$ cat config.mk
export PLATFORM = sky130hd
export DESIGN_NAME = scd_pwr_clk
export DESIGN_NICKNAME = d
export VERILOG_FILES = /design/src/core/scd_pkg.sv /design/src/core/scd_div_if.sv /design/src/core/scd_clkgen.sv /design/src/core/scd_pwr_clk.sv
export VERILOG_INCLUDE_DIRS = /design/src /design/src/core
export SDC_FILE = /design/constraint.sdc
export NUM_CORES = 1
export LEC_CHECK = 0
export BUFFER_PORTS_ARGS = -buffer_cell sky130_fd_sc_hd__buf_2
export CELL_PAD_IN_SITES_DETAIL_PLACEMENT = 0
export CELL_PAD_IN_SITES_GLOBAL_PLACEMENT = 2
export CORE_MARGIN = 2
export CORE_UTILIZATION = 40
export DETAILED_ROUTE_END_ITERATION = 8
export PLACE_DENSITY = 0.83
export REMOVE_ABC_BUFFERS = 1
export SLEW_MARGIN = 20
export SYNTH_ARGS = -nofsm -noshare
export SYNTH_HDL_FRONTEND = slang
export SYNTH_SLANG_ARGS = --single-unit
$ cat constraint.sdc
create_clock -name sys_clk -period 3.8 [get_ports sys_clk]
set_clock_uncertainty 0.15 [all_clocks]
set_input_delay 0.38 -clock sys_clk [delete_from_list [all_inputs] [get_ports sys_clk]]
set_output_delay 0.38 -clock sys_clk [all_outputs]
set_load 0.05 [all_outputs]
$ cat src/core/scd_regs.svh
// Purpose: Register map, field positions, reset values and wake source count
//          of the system clock divider and power mode controller.
// Assumes: Byte-wide registers on a plain strobe port, 8-bit addresses.
// Notes:   Included by bare name; definitions only.
//
// Contract
// Divider value zero passes the oscillator clock through undivided.
// Divider value N from 1 to 255 gives oscillator frequency over 2N.
// A new divider value is accepted at any time without stalling the CPU.
// Ratio changes take effect only at a period boundary, no short phases.
// The clock output pin carries the divided system clock.
// Clock output enable 0 keeps the pin off, 1 drives the clock out.
// The clock output pin stops toggling during power-down.
// Software should leave clock output off where noise or power matters.
// Writing 1 to the idle bit enters idle after that write.
// Idle stops the CPU clock only; peripheral clocks keep running.
// Any enabled interrupt ends idle and hardware clears the idle bit.
// Any non-software reset also ends idle.
// Software sets watchdog run-in-idle if watchdog reset must end idle.
// Writing 1 to the power-down bit enters power-down after that write.
// Power-down stops the oscillator, CPU, peripherals and flash.
// Every non-software reset, brown-out included, ends power-down.
// After reset wake the CPU restarts from program start.
// Wake interrupt restarts the oscillator; CPU runs once it is stable.
// Hardware clears the power-down bit on wake before the service routine.
// Wake sources: two external irqs, pin, watchdog, wake timer, brown-out.
// Idle and power-down set together enter power-down, no idle afterwards.
// Software enables brown-out detection before power-down if it must wake.
`ifndef SCD_REGS_SVH
`define SCD_REGS_SVH

`define SCD_ADDR_PWR_CTRL 8'h87
`define SCD_ADDR_CLK_MISC 8'h8E
`define SCD_ADDR_DIV 8'h95

`define SCD_RST_PWR_CTRL 8'h10
`define SCD_RST_CLK_MISC 8'h00
`define SCD_RST_DIV 8'h00

`define SCD_PWR_IDLE_BIT 0
`define SCD_PWR_PDOWN_BIT 1
`define SCD_PWR_RSVD_BIT 5
`define SCD_MISC_CLKOUT_BIT 1
`define SCD_MISC_WMASK 8'h5A
`define SCD_READ_ZERO 8'h00

`define SCD_NUM_WAKE 6

`endif

$ cat src/core/scd_pkg.sv
// Purpose: Types shared by the clock divider and power mode controller.
// Assumes: Nothing beyond the register header.
// Notes:   Wake source order matches the wake request input vector.
package scd_pkg;

    typedef enum logic [1:0] {
        SCD_ST_RUN,
        SCD_ST_IDLE,
        SCD_ST_PDOWN,
        SCD_ST_WAKE
    } scd_state_t;

    typedef enum logic [2:0] {
        SCD_WK_EXT0,
        SCD_WK_EXT1,
        SCD_WK_PIN,
        SCD_WK_WDT,
        SCD_WK_WKT,
        SCD_WK_BOD
    } scd_wake_src_t;

endpackage

$ cat src/core/scd_div_if.sv
// Purpose: Carries divider setting and generated clock state between the
//          controller and the clock generator.
// Assumes: Both ends on sys_clk.
// Notes:   None.
`timescale 1ns/100ps
interface scd_div_if #(parameter int DIV_W = 8);
    logic [DIV_W-1:0] div_value;
    logic run;
    logic tick;
    logic phase;
    logic bypass;

    modport ctrl (output div_value, output run,
                  input tick, input phase, input bypass);
    modport gen (input div_value, input run,
                 output tick, output phase, output bypass);
endinterface

$ cat src/core/scd_clkgen.sv
// Purpose: Divides the oscillator clock into the system clock waveform and
//          a one-cycle tick marking each system clock rising edge.
// Assumes: run is low only while the system clock must stand still.
// Notes:   A new ratio is picked up only where a period ends.
`timescale 1ns/100ps
module scd_clkgen
    import scd_pkg::*;
#(
    parameter int DIV_W = 8
) (
    input wire logic sys_clk,
    input wire logic rst_n,
    scd_div_if.gen dv
);

    initial begin
        if (DIV_W < 1 || DIV_W > 16) begin
            $error("scd_clkgen: DIV_W out of range");
        end
    end

    logic [DIV_W-1:0] cur_div;
    logic [DIV_W-1:0] cnt;
    logic phase;

    wire bypass = (cur_div == '0);
    wire [DIV_W-1:0] last = DIV_W'(cur_div - 1'b1);
    wire half_end = (cnt == last);
    wire rise = !bypass && half_end && !phase;
    wire leave_bypass = bypass && (dv.div_value != '0);

    // Output high for N cycles, then low for N cycles. R2
    always_ff @(posedge sys_clk or negedge rst_n) begin
        if (!rst_n) begin
            cur_div <= '0;
            cnt <= '0;
            phase <= 1'b0;
        end else if (!dv.run) begin
            cur_div <= dv.div_value;
            cnt <= '0;
            phase <= 1'b0;
        end else if (bypass) begin
            // Leaving bypass starts with a high half so no high is cut. R4
            cur_div <= dv.div_value;
            cnt <= '0;
            phase <= leave_bypass;
        end else if (half_end) begin
            cnt <= '0;
            phase <= !phase;
            // The tick edge ends a period, so no period mixes two ratios.
            if (rise) begin
                cur_div <= dv.div_value;
            end
        end else begin
            cnt <= DIV_W'(cnt + 1'b1);
        end
    end

    // Every oscillator cycle is a system cycle in bypass. R1
    assign dv.tick = dv.run && (bypass || rise);
    assign dv.phase = phase;
    assign dv.bypass = bypass;
endmodule

$ cat src/core/scd_pwr_clk.sv
// Purpose: System clock divider, clock output pin and idle / power-down
//          control with wake handling and the three control registers.
// Assumes: sys_clk is the oscillator clock; the oscillator block stops the
//          source on osc_stop while this logic keeps its state.
// Notes:   CPU and peripheral clocks are one-cycle enables on sys_clk.
`timescale 1ns/100ps
`include "scd_regs.svh"
module scd_pwr_clk
    import scd_pkg::*;
#(
    parameter int DIV_W = 8,
    parameter int NUM_WAKE = `SCD_NUM_WAKE
) (
    input wire logic sys_clk,
    input wire logic rst_n,
    input wire logic [7:0] reg_addr,
    input wire logic [7:0] reg_wdata,
    input wire logic reg_wr,
    input wire logic reg_rd,
    output logic [7:0] reg_rdata,
    input wire logic irq_pending,
    input wire logic [NUM_WAKE-1:0] wake_req,
    input wire logic hw_rst_req,
    input wire logic osc_ready,
    output logic sys_tick,
    output logic cpu_clk_en,
    output logic periph_clk_en,
    output logic osc_stop,
    output logic flash_stop,
    output logic core_restart,
    output logic clkout_pin,
    output logic clkout_oe,
    output logic [1:0] power_state
);

    initial begin
        if (DIV_W != 8) begin
            $error("scd_pwr_clk: divider register is eight bits wide");
        end
        if (NUM_WAKE < 1) begin
            $error("scd_pwr_clk: at least one wake source needed");
        end
    end

    localparam int SYNC_W = NUM_WAKE + 2;

    // Asynchronous inputs through two flip-flops each.
    logic [SYNC_W-1:0] sync_a;
    logic [SYNC_W-1:0] sync_b;
    wire [SYNC_W-1:0] async_in = {osc_ready, hw_rst_req, wake_req};

    genvar gi;
    generate
        for (gi = 0; gi < SYNC_W; gi++) begin : g_sync
            always_ff @(posedge sys_clk or negedge rst_n) begin
                if (!rst_n) begin
                    sync_a[gi] <= 1'b0;
                    sync_b[gi] <= 1'b0;
                end else begin
                    sync_a[gi] <= async_in[gi];
                    sync_b[gi] <= sync_a[gi];
                end
            end
        end
    endgenerate

    wire [NUM_WAKE-1:0] wake_s = sync_b[NUM_WAKE-1:0];
    wire hw_rst_s = sync_b[NUM_WAKE];
    wire osc_ready_s = sync_b[NUM_WAKE+1];

    // Registers.
    logic [7:0] pwr_ctrl;
    logic [7:0] clk_misc;
    logic [7:0] sysclk_div_value;
    scd_state_t state;
    scd_state_t next_state;
    logic wake_by_reset;
    logic next_wake_by_reset;

    wire wr_pwr = reg_wr && (reg_addr == `SCD_ADDR_PWR_CTRL);
    wire wr_misc = reg_wr && (reg_addr == `SCD_ADDR_CLK_MISC);
    wire wr_div = reg_wr && (reg_addr == `SCD_ADDR_DIV);

    wire idle_request_bit = pwr_ctrl[`SCD_PWR_IDLE_BIT];
    wire powerdown_request_bit = pwr_ctrl[`SCD_PWR_PDOWN_BIT];
    wire clkout_enable = clk_misc[`SCD_MISC_CLKOUT_BIT];

    wire wake_any = |wake_s;

    // Wake finished: hardware clears both request bits. R19 R21 R11
    wire wake_done = (state == SCD_ST_WAKE) && osc_ready_s;
    wire idle_exit = (state == SCD_ST_IDLE) && (irq_pending || hw_rst_s);
    wire hw_clear = wake_done || idle_exit;

    // Software write data with the reserved bit forced to zero.
    wire [7:0] pwr_wdata = reg_wdata & ~(8'h01 << `SCD_PWR_RSVD_BIT);
    wire [7:0] pwr_mask = (8'h01 << `SCD_PWR_IDLE_BIT)
                        | (8'h01 << `SCD_PWR_PDOWN_BIT);
    wire [7:0] pwr_cleared = hw_clear ? (pwr_ctrl & ~pwr_mask) : pwr_ctrl;
    // A software write in the clearing cycle wins over the clear.
    wire [7:0] next_pwr = wr_pwr ? pwr_wdata : pwr_cleared;
    wire [7:0] next_misc = wr_misc ? (reg_wdata & `SCD_MISC_WMASK)
                                   : clk_misc;

    always_ff @(posedge sys_clk or negedge rst_n) begin
        if (!rst_n) begin
            pwr_ctrl <= `SCD_RST_PWR_CTRL;
            clk_misc <= `SCD_RST_CLK_MISC;
            sysclk_div_value <= `SCD_RST_DIV;
        end else begin
            pwr_ctrl <= next_pwr;
            clk_misc <= next_misc;
            if (wr_div) begin
                sysclk_div_value <= reg_wdata;
            end
        end
    end

    // Read data stand in the cycle after the read strobe.
    wire [7:0] rd_mux =
        (reg_addr == `SCD_ADDR_PWR_CTRL) ? pwr_ctrl :
        (reg_addr == `SCD_ADDR_CLK_MISC) ? clk_misc :
        (reg_addr == `SCD_ADDR_DIV) ? sysclk_div_value : `SCD_READ_ZERO;

    always_ff @(posedge sys_clk or negedge rst_n) begin
        if (!rst_n) begin
            reg_rdata <= `SCD_READ_ZERO;
        end else if (reg_rd) begin
            reg_rdata <= rd_mux;
        end else begin
            reg_rdata <= `SCD_READ_ZERO;
        end
    end

    // Power mode sequencing.
    always_comb begin
        next_state = state;
        next_wake_by_reset = wake_by_reset;
        case (state)
            SCD_ST_RUN: begin
                // Power-down takes priority over idle. R21 R14 R9
                if (powerdown_request_bit) begin
                    next_state = SCD_ST_PDOWN;
                end else if (idle_request_bit) begin
                    next_state = SCD_ST_IDLE;
                end
            end
            SCD_ST_IDLE: begin
                if (idle_exit) begin
                    next_state = SCD_ST_RUN;
                end
            end
            SCD_ST_PDOWN: begin
                if (hw_rst_s) begin
                    next_state = SCD_ST_WAKE;
                    next_wake_by_reset = 1'b1;
                end else if (wake_any) begin
                    next_state = SCD_ST_WAKE;
                    next_wake_by_reset = 1'b0;
                end
            end
            SCD_ST_WAKE: begin
                if (osc_ready_s) begin
                    next_state = SCD_ST_RUN;
                end
            end
            default: begin
                next_state = SCD_ST_RUN;
            end
        endcase
    end

    always_ff @(posedge sys_clk or negedge rst_n) begin
        if (!rst_n) begin
            state <= SCD_ST_RUN;
            wake_by_reset <= 1'b0;
        end else begin
            state <= next_state;
            wake_by_reset <= next_wake_by_reset;
        end
    end

    // Restart the CPU from program start after a reset wake. R17
    always_ff @(posedge sys_clk or negedge rst_n) begin
        if (!rst_n) begin
            core_restart <= 1'b0;
        end else begin
            core_restart <= wake_done && wake_by_reset;
        end
    end

    // Clock generator.
    scd_div_if #(.DIV_W(DIV_W)) dvi ();

    wire in_pdown = (state == SCD_ST_PDOWN) || (state == SCD_ST_WAKE);
    wire sys_run = !in_pdown && !powerdown_request_bit;

    assign dvi.div_value = sysclk_div_value;
    assign dvi.run = sys_run;

    scd_clkgen #(.DIV_W(DIV_W)) u_clkgen (
        .sys_clk(sys_clk),
        .rst_n(rst_n),
        .dv(dvi)
    );

    // The CPU stops on the cycle after the entering write. R10 R9 R14
    wire cpu_go = (state == SCD_ST_RUN) && !idle_request_bit
                  && !powerdown_request_bit;

    assign sys_tick = dvi.tick;
    assign cpu_clk_en = dvi.tick && cpu_go;
    assign periph_clk_en = dvi.tick;
    assign osc_stop = (state == SCD_ST_PDOWN);
    assign flash_stop = in_pdown;
    assign power_state = state;

    // Clock output gate, dropped in power-down. R6 R7
    logic clkout_gate;
    always_ff @(posedge sys_clk or negedge rst_n) begin
        if (!rst_n) begin
            clkout_gate <= 1'b0;
        end else begin
            clkout_gate <= clkout_enable && sys_run;
        end
    end

    // Bypass forwards the oscillator itself, else the divided phase. R5 R1
    wire clk_wave = dvi.bypass ? sys_clk : dvi.phase;
    assign clkout_pin = clkout_gate && clk_wave;
    assign clkout_oe = clkout_gate;
endmodule

* Word level (Yosys, flattened, before mapping)
Index checks and enable logic that the tools add are counted.
Storage, ports and cells: register bits after elaboration 66, bits in latches 0, memory bits (writable) 0, bits in read-only memories 0, bits of input ports 29, output and inout bits 18, word-level logic and storage cells 103, memories kept 0
Cells by class: $add $sub $neg 2, $mul 0, divide/modulo/power cells 0, order comparisons 0, eq/ne operators 13, shift-type cells 0, mux-type cells 26, bitwise logic cells 0, reductions and logical operators 34
Operators by type and width (number):
- $mux 8 | 12
- $eq 8x8->1 const B | 3
- $logic_and 1x1->1 | 16
- $mux 2 | 7
- $add 8x1->8 const B | 1
- $eq 8x8->1 | 1
- $logic_not 8->1 | 1
- $pmux 2 s4 | 1
- $reduce_bool 8->1 | 1
- $sub 8x1->8 const B | 1
- $mux 1 | 6
- $ne 3x2->1 const B | 2
- $reduce_or 6->1 | 1
- $logic_not 1->1 | 5
- $eq 2x2->1 const B | 2
- $logic_or 1x1->1 | 4
- $ne 2x2->1 const B | 2
- $reduce_and 2->1 | 2
- $reduce_and 4->1 | 1
- $reduce_bool 2->1 | 2
- $ne 3x1->1 const B | 1
- $ne 3x3->1 const B | 1
- $eq 2x1->1 const B | 1
- $logic_not 2->1 | 1

* Longest topological paths before layout
word-level depth 8, gate-level depth with buffers 10, gate-level depth less buffers 7

* Hierarchy
From an unflattened synthesis, not the netlist that was laid out.
Unflattened totals: cells, all modules 242, area, all modules 3005.4 µm²
By module, submodules not included:
- scd_pwr_clk | instances 1, cells each 137, area an instance 1950.6 µm², seq. area each 1202.4 µm²
- scd_clkgen | instances 1, cells each 105, area an instance 1054.8 µm², seq. area each 425.4 µm²

==> impl_metrics.json <==
{
  "status": "complete, no violations",
  "drt-initial-drc-count": 81,
  "min_to": "pwr_ctrl[1]$_DFFE_PN0P_",
  "port_buffers": 46,
  "ys.flop_type": "dfrtp_1",
  "final_cell_mix": "dfrtp_1, buf_2, nand2_1, nor2_1, dlygate4sd3_1",
  "finalHoldViolations": 0,
  "arrival_ns": 3.07,
  "cp_slowest_stage_delay_ns": 0.48,
  "dp_hpwl_um": 4000,
  "ant_nets": 0,
  "synth-seq-cells": 65,
  "grt_max_degree": 27,
  "antenna_found_initial": 0,
  "synth-edff-count": 0,
  "path_max_fanout": 8,
  "reg2reg_depth": 7,
  "pwr-share-seq_pct": 34.9,
  "yosys_warnings": 0,
  "grt_pass1_wl_um": 9720,
  "synth-seq-area-share_pct": 58.4,
  "fin_util_pct": 52.2,
  "reg2reg_from": "u_clkgen.cur_div[0]$_DFFE_PN0P_",
  "p_int_mw": 1.57,
  "dr_wl_met3_um": 205,
  "dieArea_um2": 7650,
  "r2r_slack_ns": 1.01,
  "coreArea_um2": 6760,
  "gp_congestion": 0.827,
  "syn2layout_area_growth_pct": 26.4,
  "cts_tree": "built",
  "io_pins": 47,
  "wl_met2_um": 2860,
  "synthArstFlopShare_pct": 100,
  "holdPathStages": 3,
  "drive_gt1_share_pct": 30.2,
  "path_class": "reg2out",
  "finalSetupTns_ns": 0,
  "reg2reg_to": "u_clkgen.cur_div[0]$_DFFE_PN0P_",
  "initial_utilization_pct": 41.3,
  "n_antenna_cell": 0,
  "post_cts_buffers": 0,
  "setup_viol_count_final": 0,
  "clock.fmax_mhz": 278,
  "met1Wirelength_um": 2570,
  "slowest_stage": "or3_4",
  "nets": 332,
  "syn_area_um2": 2790,
  "fin_crit_sh_pct": 94.6,
  "p_leak_nw": 1.69,
  "rsz0062_at_grt": "no",
  "wire_per_inst_um": 15.0,
  "holdCritStartpoint": "reg_wdata[1]",
  "p_per_area_nw_per_um2": 722,
  "worstMarginPinSlew_ns": 0.688,
  "drc": 0,
  "power_frac_comb_pct": 35.4,
  "syn_area_per_cell_um2": 12.2,
  "end_kind": "primary output",
  "num_rows": 30,
  "insertion_delay_ns": 0.45,
  "path_delay_family": "compound AO/OA/AOI/OAI gates",
  "crit_chain": "inv_1 > ha_1 > xnor2_1 > a311oi_1 > o211ai_1 > or3_4 > a2111oi_4 > clkbuf_4",
  "wl_um": 5760,
  "worstPathRequired_ns": 3.27,
  "netlist_instances": 229,
  "clk_pin_slew_ns": 0.07,
  "power_switching_uw": 978,
  "ir_drop_v": 0.000366,
  "start_kind": "register",
  "grt_pass1_vias": 2016,
  "drv_slew": 0,
  "layout_commonest_cell": "dfrtp_1",
  "switching_share_pct": 38.4,
  "pwr-share-clk_pct": 29.6,
  "highest_layer": "met4",
  "die_h_um": 87.5,
  "cap_violations": 0,
  "hp-class": "in2reg",
  "cp.buffers_inverters": 2,
  "firstDrtPassIters": 4,
  "die_width_um": 87.5,
  "vias": 2002,
  "track_usage_pct": 17.5,
  "vias_per_cell": 5.20,
  "overflow": 0,
  "min_period_ns": 3.60,
  "yosysUniqueCellTypes": 48,
  "slew_headroom_pct": 53.9
}
## cell usage after synthesis (2+ instances only)
cell type	count	area (um^2)
or3_1	3	18.8
nor4_1	3	18.8
clkbuf_1	4	15.0
o21ai_0	2	10.0
and3_1	5	31.3
nand3b_1	2	15.0
nor3_1	2	10.0
nand3_1	6	30.0
and2_1	2	12.5
dfrtp_1	64	1600
and4b_1	2	20.0
ha_1	3	37.5
a22oi_1	3	22.5
nand2_1	30	113
mux2_2	14	158
nor2b_1	10	62.6
xor2_1	5	43.8
nor2_1	16	60.1
a32o_1	7	70.1
xnor2_1	9	78.8
inv_1	4	15.0
a21oi_1	4	20.0
a222oi_1	4	40.0
## routing by layer
layer  vias up  track usage [%]
li1        962                -
met1       990             22.5
met2        38             25.7
met3        12             6.07
met4         0             9.65
met5         -                0
## flip-flops by register name, indices dropped and copies added, names as in the netlist
name	flops
pwr_ctrl	7
clkout_oe	1
hw_rst_s	1
reg_rdata	8
osc_ready_s	1
clk_misc	4
wake_by_reset	1
u_clkgen.cnt	8
dvi.div_value	8
u_clkgen.cur_div	8
sync_b	6
sync_a	8
core_restart	1
power_state	2
u_clkgen.dv.phase	1
## worst max-delay path by stage
| stage | startpoint | endpoint | slack [ns] | cells after the start |
|---|---|---|---|---|
| 6_report | u_clkgen.cur_div[0]$_DFFE_PN0P_ | cpu_clk_en | 0.20 | 8 |
| 5_1_grt | u_clkgen.cur_div[0]$_DFFE_PN0P_ | cpu_clk_en | 0.03 | 8 |
| 4_1_cts | u_clkgen.cur_div[0]$_DFFE_PN0P_ | cpu_clk_en | 0.07 | 8 |
| 3_5_place_dp | u_clkgen.cur_div[0]$_DFFE_PN0P_ | cpu_clk_en | 0.47 | 8 |
| 3_3_place_gp | u_clkgen.cur_div[0]$_DFFE_PN0P_ | cpu_clk_en | 0.51 | 8 |
| 2_1_floorplan | u_clkgen.cur_div[0]$_DFFE_PN0P_ | periph_clk_en | -0.12 | 7 |
## worst min-delay path: stages
cell	delay (ns)
buf_2	0.11
nand2_1	0.05
nand2_1	0.05
## cell type report
class	instances	area [um^2]
fill	600	3230
clock buffer	13	170
tap	80	100
multi-input combinational	153	1110
inverter	4	15.0
sequential	65	1630
clock inverter	7	98.8
timing repair buffer	63	400
## metrics by stage
step / setup WS [ns] / cells / instance area, um^2 / hold WS [ns] / total power, mW
floorplan: -0.115 / 222 / 2750 / -0.0656 / 1.59
global placement: 0.510 / 351 / 3100 / 0.152 / 1.81
detailed placement: 0.474 / 351 / 3100 / 0.157 / 1.81
CTS: 0.0737 / 385 / 3520 / 0.0121 / 2.57
global route: 0.0255 / 385 / 3520 / 0.0256 / 2.71
finish: 0.204 / 385 / 3520 / 0.0226 / 2.55
## logic make-up (layout without fill, tap and decap cells)
| family | count (synthesis) | count (layout) | synth area share, % |
|---|---|---|---|
| AOI/OAI and AO/OA | 33 | 33 | 10.6 |
| xor gates and xnor gates | 15 | 15 | 5.21 |
| adders and majority gates | 3 | 3 | 1.35 |
| buffers and inverters | 11 | 87 | 1.93 |
| DFF | 65 | 65 | 58.4 |
| muxes | 15 | 15 | 6.01 |
| and+or+nand+nor | 87 | 87 | 16.5 |
## power by group through the flow
stage	clock network, mW	registers [mW]	logic [mW]
after detailed placement	0.0165	0.903	0.888
after global routing	0.809	0.905	0.993
final	0.754	0.889	0.902
after CTS	0.774	0.890	0.906
after floorplan	0.0157	0.922	0.652
after global placement	0.0165	0.902	0.889
## repair_timing
action                                  CTS  global route
gates resized for setup                   1             2
endpoints found under the setup margin    1             1
hold buffers                             15             0
endpoints found under the hold margin    27             0
(Power assumes the default switching activity.)
